--- config.mk ---
export PLATFORM = sky130hd
export DESIGN_NAME = pmic_state_fault_sequencer
export DESIGN_NICKNAME = d
export VERILOG_FILES = /design/src/shared/seq_pkg.sv /design/src/rtl/cycle_timer.sv /design/src/rtl/pmic_state_fault_sequencer.sv
export SDC_FILE = /design/constraint.sdc
export NUM_CORES = 1
export LEC_CHECK = 0
export ABC_AREA = 1
export BUFFER_PORTS_ARGS = -buffer_cell sky130_fd_sc_hd__buf_2
export CORE_UTILIZATION = 40
export CTS_BUF_LIST = sky130_fd_sc_hd__clkbuf_2 sky130_fd_sc_hd__clkbuf_4 sky130_fd_sc_hd__clkbuf_8
export CTS_CLUSTER_DIAMETER = 30
export DETAILED_ROUTE_END_ITERATION = 7
export SLEW_MARGIN = 20
export SYNTH_ARGS = -nofsm -noshare
export SYNTH_HDL_FRONTEND = slang
export SYNTH_SLANG_ARGS = --single-unit
--- constraint.sdc ---
create_clock -name core_clk -period 2.2 [get_ports core_clk]
set_clock_uncertainty 0.15 [all_clocks]
set_input_delay 0.44 -clock core_clk [delete_from_list [all_inputs] [get_ports core_clk]]
set_output_delay 0.44 -clock core_clk [all_outputs]
set_load 0.02 [all_outputs]
--- src/shared/seq_pkg.sv ---
// Behaviour
// RL1 - on first power-on with supply present, enter ACTIVE and power all rails
// RL2 - host disable or lock request passes 20 ms through FAULT first
// RL3 - any hard-reset fault while ACTIVE moves the device to FAULT
// RL4 - valid wake event in DISABLED or LOCKED enters ACTIVE with reset pulse
// RL5 - FAULT lasts the fault time, then ACTIVE with a reset pulse
// RL6 - after three hard-reset faults, FAULT leads to LOCKED instead
// RL7 - FAULT to LOCKED only with edge-mode wake or wake input low; after a host lock request the code enters LOCKED without this guard
// RL8 - a guarded transition needs all of its conditions true together
// RL9 - rail OV/short faults, pre/core/mon1 UV resets, boost UV and mon2 interrupt
// RL10 - watchdog error count increase raises an interrupt, no transition
// RL11 - watchdog error counter overflow resets the host, stays ACTIVE
// RL12 - first init timer expiry resets the host only
// RL13 - second init timer expiry sends the device to FAULT
// RL14 - band gap warning raises an interrupt only
// RL15 - band gap fault sends the device to FAULT
// RL16 - io supply OV/short fault, UV resets; OT warnings interrupt, faults FAULT
// RL17 - internal supply fault shuts down; ACTIVE with reset once cleared
// RL18 - init timer times out after 600 ms nominal, 550 to 650 ms
// RL19 - fault time 20 ms, or 1000 ms after thermal shutdown
// RL20 - every state transition completes within 100 us
package seq_pkg;
    // one-hot operating states
    typedef enum logic [4:0] {
        ST_OFF      = 5'b0_0001,
        ST_ACTIVE   = 5'b0_0010,
        ST_DISABLED = 5'b0_0100,
        ST_FAULT    = 5'b0_1000,
        ST_LOCKED   = 5'b1_0000
    } state_t;

    // rail index inside the four-bit rail event groups
    localparam int RAIL_PRE = 0;
    localparam int RAIL_CORE = 1;
    localparam int RAIL_BOOST = 2;
    localparam int RAIL_MON1 = 3;

    // timing
    localparam int CLK_KHZ = 200_000;
    localparam int T_INIT_MS = 600;
    localparam int T_INIT_MIN_MS = 550;
    localparam int T_INIT_MAX_MS = 650;
    localparam int T_FAULT_MS = 20;
    localparam int T_FAULT_TSD_MS = 1000;
    localparam int T_TRANS_US = 100;
    localparam int INIT_CYC = T_INIT_MS * CLK_KHZ;
    localparam int FAULT_CYC = T_FAULT_MS * CLK_KHZ;
    localparam int FAULT_TSD_CYC = T_FAULT_TSD_MS * CLK_KHZ;
    localparam int TRANS_CYC = T_TRANS_US * CLK_KHZ / 1000;
    localparam int RST_HOLD_CYC = 16;
    localparam int TIMER_W = 28;

    // hard-reset faults before lock-out, and reset values
    localparam logic [1:0] HARD_LIMIT = 2'h3;
    localparam logic [1:0] HCNT_RST = 2'h0;
    localparam logic [TIMER_W-1:0] TIMER_RST = 28'h000_0000;
endpackage

--- src/rtl/cycle_timer.sv ---
`timescale 1ns/1ps
module cycle_timer (
    input wire logic core_clk,
    input wire logic nrst,
    input wire logic load,
    input wire logic [seq_pkg::TIMER_W-1:0] load_val,
    input wire logic run,
    output logic expire,
    output logic busy
);
    import seq_pkg::*;

    logic [TIMER_W-1:0] cnt_q, cnt_d;
    logic expire_q, expire_d;

    // down counter, expiry flagged as a one-cycle pulse
    always_comb begin
        cnt_d = cnt_q;
        expire_d = 1'b0;
        if (load) begin
            cnt_d = load_val;
        end else if (run && cnt_q != TIMER_RST) begin
            cnt_d = cnt_q - 1'b1;
            expire_d = (cnt_q == {{(TIMER_W-1){1'b0}}, 1'b1});
        end
    end

    always_ff @(posedge core_clk) begin
        if (!nrst) begin
            cnt_q <= TIMER_RST;
            expire_q <= 1'b0;
        end else begin
            cnt_q <= cnt_d;
            expire_q <= expire_d;
        end
    end

    assign expire = expire_q;
    assign busy = (cnt_q != TIMER_RST);
endmodule

--- src/rtl/pmic_state_fault_sequencer.sv ---
`timescale 1ns/1ps
module pmic_state_fault_sequencer #(
    parameter int INIT_CYCLES = seq_pkg::INIT_CYC,
    parameter int FAULT_CYCLES = seq_pkg::FAULT_CYC,
    parameter int FAULT_TSD_CYCLES = seq_pkg::FAULT_TSD_CYC
) (
    input wire logic core_clk,
    input wire logic nrst,
    input wire logic supply_ok,
    input wire logic int_supply_fault,
    input wire logic [3:0] rail_ov,
    input wire logic [3:0] rail_uv,
    input wire logic [3:0] rail_stg,
    input wire logic [2:0] mon_two_evt,
    input wire logic io_ov,
    input wire logic io_uv,
    input wire logic io_stg,
    input wire logic wwd_err_inc,
    input wire logic wwd_err_ovf,
    input wire logic init_complete,
    input wire logic bg_warn,
    input wire logic bg_fault,
    input wire logic [2:0] ot_warn,
    input wire logic [2:0] ot_fault,
    input wire logic spi_req_disable,
    input wire logic spi_req_lock,
    input wire logic wake_input,
    input wire logic wake_edge_cfg,
    output logic mcu_reset_out_n,
    output logic rails_on,
    output logic irq_pulse,
    output logic [4:0] state_out,
    output logic [1:0] hard_count
);
    import seq_pkg::*;

    state_t state_q, state_d, target_q, target_d;
    logic [1:0] hcnt_q, hcnt_d;
    logic init_second_q, init_second_d;
    logic init_armed_q, init_armed_d;
    logic wake_prev_q;
    logic rst_n_q, rst_n_d;
    logic rails_q, irq_q;
    logic fault_load, rst_load, init_load;
    logic [TIMER_W-1:0] fault_val;
    logic fault_exp, init_exp, rst_busy;
    logic wake_rise, wake_event, hard_fault, soft_rst, irq_evt;
    logic lock_ok;

    // sized timer load values
    localparam logic [TIMER_W-1:0] INIT_LD = TIMER_W'(INIT_CYCLES);
    localparam logic [TIMER_W-1:0] FAULT_LD = TIMER_W'(FAULT_CYCLES);
    localparam logic [TIMER_W-1:0] TSD_LD = TIMER_W'(FAULT_TSD_CYCLES);
    localparam logic [TIMER_W-1:0] RST_LD = TIMER_W'(RST_HOLD_CYC);

    // valid enable: rising edge in edge mode, high level otherwise
    assign wake_rise = wake_input & ~wake_prev_q;
    assign wake_event = wake_edge_cfg ? wake_rise : wake_input;

    // event classification
    assign hard_fault = (|rail_ov) | (|rail_stg)       // see RL9
        | io_ov | io_stg | (|ot_fault)                 // see RL16
        | bg_fault                                     // see RL15
        | (init_exp & init_second_q);                  // see RL13
    assign soft_rst = rail_uv[RAIL_PRE] | rail_uv[RAIL_CORE]
        | rail_uv[RAIL_MON1] | io_uv                   // see RL9
        | wwd_err_ovf                                  // see RL11
        | (init_exp & ~init_second_q);                 // see RL12
    assign irq_evt = rail_uv[RAIL_BOOST] | (|mon_two_evt) // see RL9
        | wwd_err_inc                                  // see RL10
        | bg_warn                                      // see RL14
        | (|ot_warn);                                  // see RL16

    // lock-out needs count reached and wake guard, both at once
    assign lock_ok = (hcnt_q == HARD_LIMIT)            // see RL6
        && (wake_edge_cfg || !wake_input);             // see RL7 RL8

    // operating state next values, one cycle per transition
    always_comb begin
        state_d = state_q;
        target_d = target_q;
        hcnt_d = hcnt_q;
        fault_load = 1'b0;
        fault_val = FAULT_LD;
        rst_load = 1'b0;
        if (int_supply_fault) begin
            state_d = ST_OFF;                          // see RL17
        end else begin
            case (state_q)
                ST_OFF: begin
                    if (supply_ok) begin
                        state_d = ST_ACTIVE;           // see RL1 RL17
                        rst_load = 1'b1;
                    end
                end
                ST_ACTIVE: begin
                    if (hard_fault) begin
                        state_d = ST_FAULT;            // see RL3 RL20
                        target_d = ST_ACTIVE;
                        fault_load = 1'b1;
                        if (|ot_fault) begin
                            fault_val = TSD_LD;        // see RL19
                        end
                        if (hcnt_q != HARD_LIMIT) begin
                            hcnt_d = hcnt_q + 2'h1;    // see RL6
                        end
                    end else if (spi_req_disable) begin
                        state_d = ST_FAULT;            // see RL2
                        target_d = ST_DISABLED;
                        fault_load = 1'b1;
                    end else if (spi_req_lock) begin
                        state_d = ST_FAULT;            // see RL2
                        target_d = ST_LOCKED;
                        fault_load = 1'b1;
                    end else if (soft_rst) begin
                        rst_load = 1'b1;               // see RL11 RL12
                    end
                end
                ST_FAULT: begin
                    if (fault_exp) begin
                        if (target_q != ST_ACTIVE) begin
                            state_d = target_q;        // see RL2
                            hcnt_d = HCNT_RST;
                        end else if (lock_ok) begin
                            state_d = ST_LOCKED;       // see RL6 RL7
                            hcnt_d = HCNT_RST;
                        end else begin
                            state_d = ST_ACTIVE;       // see RL5
                            rst_load = 1'b1;
                        end
                    end
                end
                ST_DISABLED, ST_LOCKED: begin
                    if (wake_event) begin
                        state_d = ST_ACTIVE;           // see RL4
                        rst_load = 1'b1;
                    end
                end
                default: begin
                    state_d = ST_OFF;
                end
            endcase
        end
    end

    // host reset is low outside ACTIVE and while the pulse runs
    assign rst_n_d = (state_d == ST_ACTIVE) && !rst_load && !rst_busy;
    assign init_load = rst_n_d & ~rst_n_q;

    // init window: armed on reset release, stopped by configuration
    always_comb begin
        init_armed_d = init_armed_q;
        init_second_d = init_second_q;
        if (state_d != ST_ACTIVE) begin
            init_armed_d = 1'b0;
            if (state_d == ST_FAULT && state_q == ST_ACTIVE) begin
                init_second_d = 1'b0;
            end
        end else if (init_load) begin
            init_armed_d = 1'b1;
        end else if (init_complete) begin
            init_armed_d = 1'b0;
            init_second_d = 1'b0;
        end else if (init_exp) begin
            init_armed_d = 1'b0;
            init_second_d = 1'b1;                      // see RL12 RL13
        end
    end

    // state registers
    always_ff @(posedge core_clk) begin
        if (!nrst) begin
            state_q <= ST_OFF;
            target_q <= ST_ACTIVE;
            hcnt_q <= HCNT_RST;
            init_armed_q <= 1'b0;
            init_second_q <= 1'b0;
            wake_prev_q <= 1'b0;
            rst_n_q <= 1'b0;
            rails_q <= 1'b0;
            irq_q <= 1'b0;
        end else begin
            state_q <= state_d;
            target_q <= target_d;
            hcnt_q <= hcnt_d;
            init_armed_q <= init_armed_d;
            init_second_q <= init_second_d;
            wake_prev_q <= wake_input;
            rst_n_q <= rst_n_d;
            rails_q <= (state_d == ST_ACTIVE);         // see RL1
            irq_q <= irq_evt && (state_q == ST_ACTIVE);
        end
    end

    // fault time, 20 ms or 1000 ms after thermal shutdown
    cycle_timer u_fault_tmr (
        .core_clk(core_clk),
        .nrst(nrst),
        .load(fault_load),
        .load_val(fault_val),
        .run(state_q == ST_FAULT),                     // see RL19
        .expire(fault_exp),
        .busy()
    );

    // initialization window timer
    cycle_timer u_init_tmr (
        .core_clk(core_clk),
        .nrst(nrst),
        .load(init_load),
        .load_val(INIT_LD),
        .run(init_armed_q && !init_complete),          // see RL18
        .expire(init_exp),
        .busy()
    );

    // host reset pulse width
    cycle_timer u_rst_tmr (
        .core_clk(core_clk),
        .nrst(nrst),
        .load(rst_load),
        .load_val(RST_LD),
        .run(1'b1),
        .expire(),
        .busy(rst_busy)
    );

    assign mcu_reset_out_n = rst_n_q;
    assign rails_on = rails_q;
    assign irq_pulse = irq_q;
    assign state_out = state_q;
    assign hard_count = hcnt_q;
endmodule

Yosys cells after proc, flatten, opt, wreduce, memory -nomap -nowiden
Cells that the tools add are included.
{"block": "word_totals", "regBits": 104, "in_bits": 37, "output_inout_bits": 10, "elab_cells": 156}
{"block": "classes", "add_sub_neg": 4, "eq_ne": 19, "mux": 54, "bitwise": 26, "reduce_logical": 37}
{"cell": "28-bit 2-to-1 mux", "count": 6}
{"cell": "28-bit nonzero test", "count": 3}
{"cell": "28-bit by 1-bit subtractor with 28-bit output (second input constant)", "count": 3}
{"cell": "5-bit 2-to-1 mux", "count": 14}
{"cell": "28-bit by 1-bit equality test with 1-bit output (second input constant)", "count": 2}
{"cell": "27-bit 2-to-1 mux", "count": 2}
{"cell": "1-bit 2-to-1 mux", "count": 24}
{"cell": "5-bit one-hot mux with 4 select lines", "count": 1}
{"cell": "1-bit OR", "count": 15}
{"cell": "3-bit OR reduction", "count": 5}
{"cell": "5-bit by 2-bit equality test with 1-bit output (second input constant)", "count": 2}
{"cell": "5-bit by 4-bit equality test with 1-bit output (second input constant)", "count": 2}
{"cell": "2-bit 2-to-1 mux", "count": 5}
{"cell": "5-bit by 2-bit inequality test with 1-bit output (second input constant)", "count": 2}
{"cell": "3-bit nonzero test", "count": 3}
{"cell": "1-bit logical AND", "count": 8}
{"cell": "2-bit inequality test (second input constant)", "count": 4}
{"cell": "2-bit nonzero test", "count": 4}
{"cell": "2-bit OR reduction", "count": 4}
{"cell": "4-bit OR reduction", "count": 2}
{"cell": "1-bit NOT", "count": 7}
{"cell": "3-bit AND reduction", "count": 2}
{"cell": "6-bit AND reduction", "count": 1}
{"cell": "5-bit by 1-bit equality test with 1-bit output (second input constant)", "count": 1}
{"cell": "other kinds (11)", "count": 18}

Depth between registers and ports, before layout
{"block": "logic_depth", "depth_word": 17, "depth_mapped": 16, "depth_no_buf": 15}

Hierarchy
From an unflattened synthesis, not the netlist that was laid out.
{"block": "unflattened", "hier_cells": 1318, "hier_area_um2": 7896.3}
{"mod": "cycle_timer (u_fault_tmr ...)", "instances": 2, "cells_each": 381, "area_per_inst_um2": 2229.6, "seq_area_each_um2": 580.6}
{"mod": "cycle_timer (u_rst_tmr)", "instances": 1, "cells_each": 386, "area_per_inst_um2": 2334.7, "seq_area_each_um2": 580.6}
{"mod": "pmic_state_fault_sequencer", "instances": 1, "cells_each": 170, "area_per_inst_um2": 1102.3, "seq_area_each_um2": 320.3}

Least setup slack after synthesis
OpenSTA, ideal clock, no wires.
{"block": "synth_path", "path_type": "register to register", "start": "register u_fault_tmr.cnt_q[0]", "end": "register u_fault_tmr.cnt_q[7]", "setup_ps": 58, "t_arrival_ps": 1856, "required_time_ps": 1992, "setup_slack_ps": 136, "path_stages_with_launch": 14, "n_path_buf": 1, "period_less_slack_ps": 2064, "path_cell_list": "dfxtp_1 > inv_1 > ha_1 > nand2_1 > nor2_2 > nand2_1 > nor2_2 > a21oi_2 > inv_4 > nand2_4 > buf_6 > nand3_2 > a21oi_1 > o21a_1"}
{"block": "synth_between", "elab_chain_cells": 3, "elab_cells_between_ends": 6, "classes_between": "1 x add/sub; 2 x mux; 3 x reduce/logical"}
{"item": "from (decl)", "line_no": "cycle_timer.sv:13", "rtl": "logic [TIMER_W-1:0] cnt_q, cnt_d;"}
{"item": "from (signal assigned)", "line_no": "cycle_timer.sv:33", "rtl": "cnt_q <= cnt_d;"}
{"item": "28-bit by 1-bit subtractor with 28-bit output or 28-bit nonzero test (tied branches)"}
{"item": "28-bit 2-to-1 mux or 1-bit logical AND (tied branches)", "line_no": "cycle_timer.sv:22", "rtl": "end else if (run && cnt_q != TIMER_RST) begin"}
{"item": "28-bit 2-to-1 mux or 2-bit nonzero test (tied branches)"}
Several ways; a longest one is shown, not always the timed one. The select of a mux whose other input is x is not followed.
A chain may end at the register's enable or synchronous reset.

Worst setup path after layout
{"block": "layout_path", "start": "register state_q[2] (netlist: state_out[2])", "end": "register u_init_tmr.cnt_q[5]"}
{"block": "layout_between", "elab_chain_cells": 10, "elab_cells_between_ends": 22, "classes_between": "6 x eq/ne; 10 x mux; 1 x bitwise; 5 x reduce/logical"}
{"item": "from (decl)", "line_no": "pmic_state_fault_sequencer.sv:37", "rtl": "state_t state_q, state_d, target_q, target_d;"}
{"item": "from (signal assigned)", "line_no": "pmic_state_fault_sequencer.sv:183", "rtl": "state_q <= state_d;"}
{"item": "5-bit 2-to-1 mux", "line_no": "pmic_state_fault_sequencer.sv:111", "rtl": "end else if (spi_req_lock) begin"}
{"item": "5-bit 2-to-1 mux", "line_no": "pmic_state_fault_sequencer.sv:107", "rtl": "end else if (spi_req_disable) begin"}
{"item": "5-bit 2-to-1 mux", "line_no": "pmic_state_fault_sequencer.sv:97", "rtl": "if (hard_fault) begin"}
{"item": "5-bit one-hot mux with 4 select lines", "line_no": "pmic_state_fault_sequencer.sv:89", "rtl": "case (state_q)"}
{"item": "5-bit 2-to-1 mux", "line_no": "pmic_state_fault_sequencer.sv:86", "rtl": "if (int_supply_fault) begin"}
{"item": "5-bit by 2-bit equality test with 1-bit output", "line_no": "pmic_state_fault_sequencer.sv:147", "rtl": "assign rst_n_d = (state_d == ST_ACTIVE) && !rst_load && !rst_busy;"}
{"item": "1-bit logical AND * (2 in a row)", "line_no": "pmic_state_fault_sequencer.sv:147"}
{"item": "1-bit AND *", "line_no": "pmic_state_fault_sequencer.sv:148", "rtl": "assign init_load = rst_n_d & ~rst_n_q;"}
{"item": "2-bit OR reduction (no line) *"}
{"item": "to (signal assigned)", "line_no": "cycle_timer.sv:33"}
{"item": "to (decl)", "line_no": "cycle_timer.sv:13"}
Mark *: on every way between the ends. The rest lies on a longest branch, timed or not.

==> metrics.txt <==
placed instance area 6760 um^2; Yosys warnings 0; fraction of registers with async set or reset after synthesis 0%; Clock Sink Count 102; CP startpoint kind flip-flop; status finished clean; hold buffers post-CTS 0; leakage 0.00347 uW; post-synth top area share 34.9%; post-route cell area 7180 um^2; vias per cell 4.85; critical path peak fanout 7; Layout area overhead 22.7%; CTS tree done; final core occ 50.9%; Final Setup Violations 0; Clock Latency Late Sink 390 ps; CP Capture Type flip-flop; die height 123 um; Top FF cell, synth dfxtp_1; Yosys cell types 51; Max Slew Vio Count 0; initial core utilization 41.5%; top cell family by delay on the critical path simple AND/OR/NAND/NOR gates; DR WL/cell 12.5 um; Port-buffer cells 46; routed wire length 14400 um; via count 5613; Post-synth EDFFs 0; most repeated library cell on the critical path nor2_4; max frequency 477 MHz; antenna violations before repair 0; I/O Pins 47; HP Class in2reg; nets 1016; Post-Synthesis Net Count 899; diode count 0; Die W 123 um; RSZ-0062 raised after global routing yes; worst path arrival time 2220 ps; CP Cell Sequence nor2_4 > nand3_4 > nor2_4 > nand3_2 > nand3_2 > nor2_2 > nor2_4 > nand2_4 > nor2_4 > nand2_4 > nand2_8 > buf_12 > a21oi_1; most frequent cells in the layout nor2_1 (144), nand2_1 (143), inv_1 (114); vias in the first global route 4994; cell area after synthesis 5850 um^2; Hold Fails Final Rpt 0; RD Place Congestion 0.893; critical path required time 2330 ps; GRT overflow 0; DP Wirelength 11000 um; detailed-route DRC error count 0; Initial DRC Count 282; share of cells above drive strength 1 24.0%; global-route wire length before repair 23200 um; VDD IR max 0.841 mV; sequential area share after synthesis 34.9%; Rows 43; Tmin final 2100 ps; Root Driver clkbuf_8; pin count of the biggest net entering global routing 27; critical path's slowest cell dfxtp_4; first drt pass iteration count 5; max cap viols 0; cell taking the most area after synthesis dfxtp_1; period utilisation layout 95.3%; GRT Total Usage 19.6%; Worst-path clk slew 100 ps; pre-CTS setup slack -122 ps; Mean Syn Cell Area 6.85 um^2; DIE AREA 15100 um^2; CTS Buffer Depth 2; Antenna Nets Post-Route 0; Worst-Margin Slew 469 ps; pwr dens 942 nW/um^2; Slew headroom 68.4%; Syn Inst Count 855; CTS buffer count 9; CP Buf/Inv Count 1; WS Path Type reg2reg; post-route setup slack 103 ps; most common cell after layout, fill and taps aside nor2_1; top cells by area, synth dfxtp_1 (35%), nor2_1 (10%), nand2_1 (9.6%); H-tree Lvls 3; Synth Register Bits 102; CP max stage delay 370 ps; CORE AREA 14100 um^2
layer usage:
layer / global-route usage, % / vias up / share of wire [%]
li1: - / 2979 / -
met1: 26.1 / 2516 / 49
met2: 32.2 / 106 / 45
met3: 3.92 / 12 / 4.4
met4: 5.27 / 0 / 1.1
met5: 0 / - / 0
path summary, 6_finish.rpt:
path	depth (start not counted)	end	slack (ps)	start
worst min-delay path	3	wake_prev_q	100	wake_input
worst max-delay path	13	u_init_tmr.cnt_q[5]	100	state_out[2]
worst max register to register	13	u_init_tmr.cnt_q[5]	100	state_out[2]
worst min register to register	1	u_fault_tmr.cnt_q[26]	320	u_fault_tmr.cnt_q[26]
worst reg2reg max path, stage by stage (launching register included):
cell and delay [ps]:
dfxtp_4 370, nor2_4 230, nand3_4 130, nor2_4 210, nand3_2 100, nand3_2 80, nor2_2 60, nor2_4 140
nand2_4 80, nor2_4 120, nand2_4 80, nand2_8 90, buf_12 120, a21oi_1 40
timing repair:
item	in CTS	in global routing
gates resized for setup	0	49
buffers inserted	0	9
endpoints found under the setup margin	0	46
state kept, by name, summed over array words and instances (netlist names), 2 cells and up:
signal,count
hard_count,2
u_rst_tmr.cnt_q,28
u_fault_tmr.cnt_q,28
u_init_tmr.cnt_q,28
target_q,3
state_out,5
synth_stat cells, types with 2 or more instances:
cell and n:
nor2_1 156, nand2_1 149, inv_1 117, dfxtp_1 102, nand3_1 41, a21oi_1 40
xor2_1 31, o21ai_0 30, nor3_1 25, nand4_1 23, nor2_2 17, xnor2_1 10
nor2_4 8, ha_1 7, nor3b_1 7, nor4_1 7, or2_2 6, a211oi_1 5
a21oi_2 5, a31oi_1 5, nand3_2 5, nand3b_1 5, or2_1 5, buf_2 4
inv_2 4, nand2_4 4, nor3_2 4, clkbuf_1 3, nand2_2 3, buf_1 2
o2111a_1 2, o21a_1 2, o21ai_1 2, o21bai_1 2
stage by stage:
step	power (uW)	hold WS, ps	cells	setup TNS, ps
after floorplan	4580	273	855	0
after global placement	5470	288	1132	-625
after detailed placement	5470	295	1132	-2940
after CTS	6690	85.3	1148	0
after global routing	7340	101	1157	-61.2
final	6770	100	1157	0
where the power goes:
group / switching (uW) / leakage, uW / internal (uW) / total, uW
clock: 690 / 0.000103 / 508 / 1200
combinational: 1980 / 0.00254 / 1310 / 3290
sequential: 187 / 0.000829 / 2090 / 2280
cell families (layout without fill, tap and decap cells):
| family | Yosys count | in the layout | share of synthesized area [%] |
|---|---|---|---|
| and+or+nand+nor | 472 | 472 | 38.4 |
| buffers and inverters | 134 | 256 | 9.19 |
| DFF | 102 | 102 | 34.9 |
| AOI/OAI and AO/OA | 99 | 99 | 9.85 |
| xor gates and xnor gates | 41 | 41 | 6.13 |
| adders and majority gates | 7 | 7 | 1.50 |
cell type report:
cell class / count / area, um^2
Multi-Input combinational cell: 619 / 3420
Clock buffer: 12 / 165
Timing Repair Buffer: 118 / 825
Inverter: 122 / 460
Tap cell: 180 / 225
Fill cell: 1449 / 6920
Clock inverter: 4 / 27.5
Sequential cell: 102 / 2050
No activity file was read; power rests on OpenSTA's default activity.
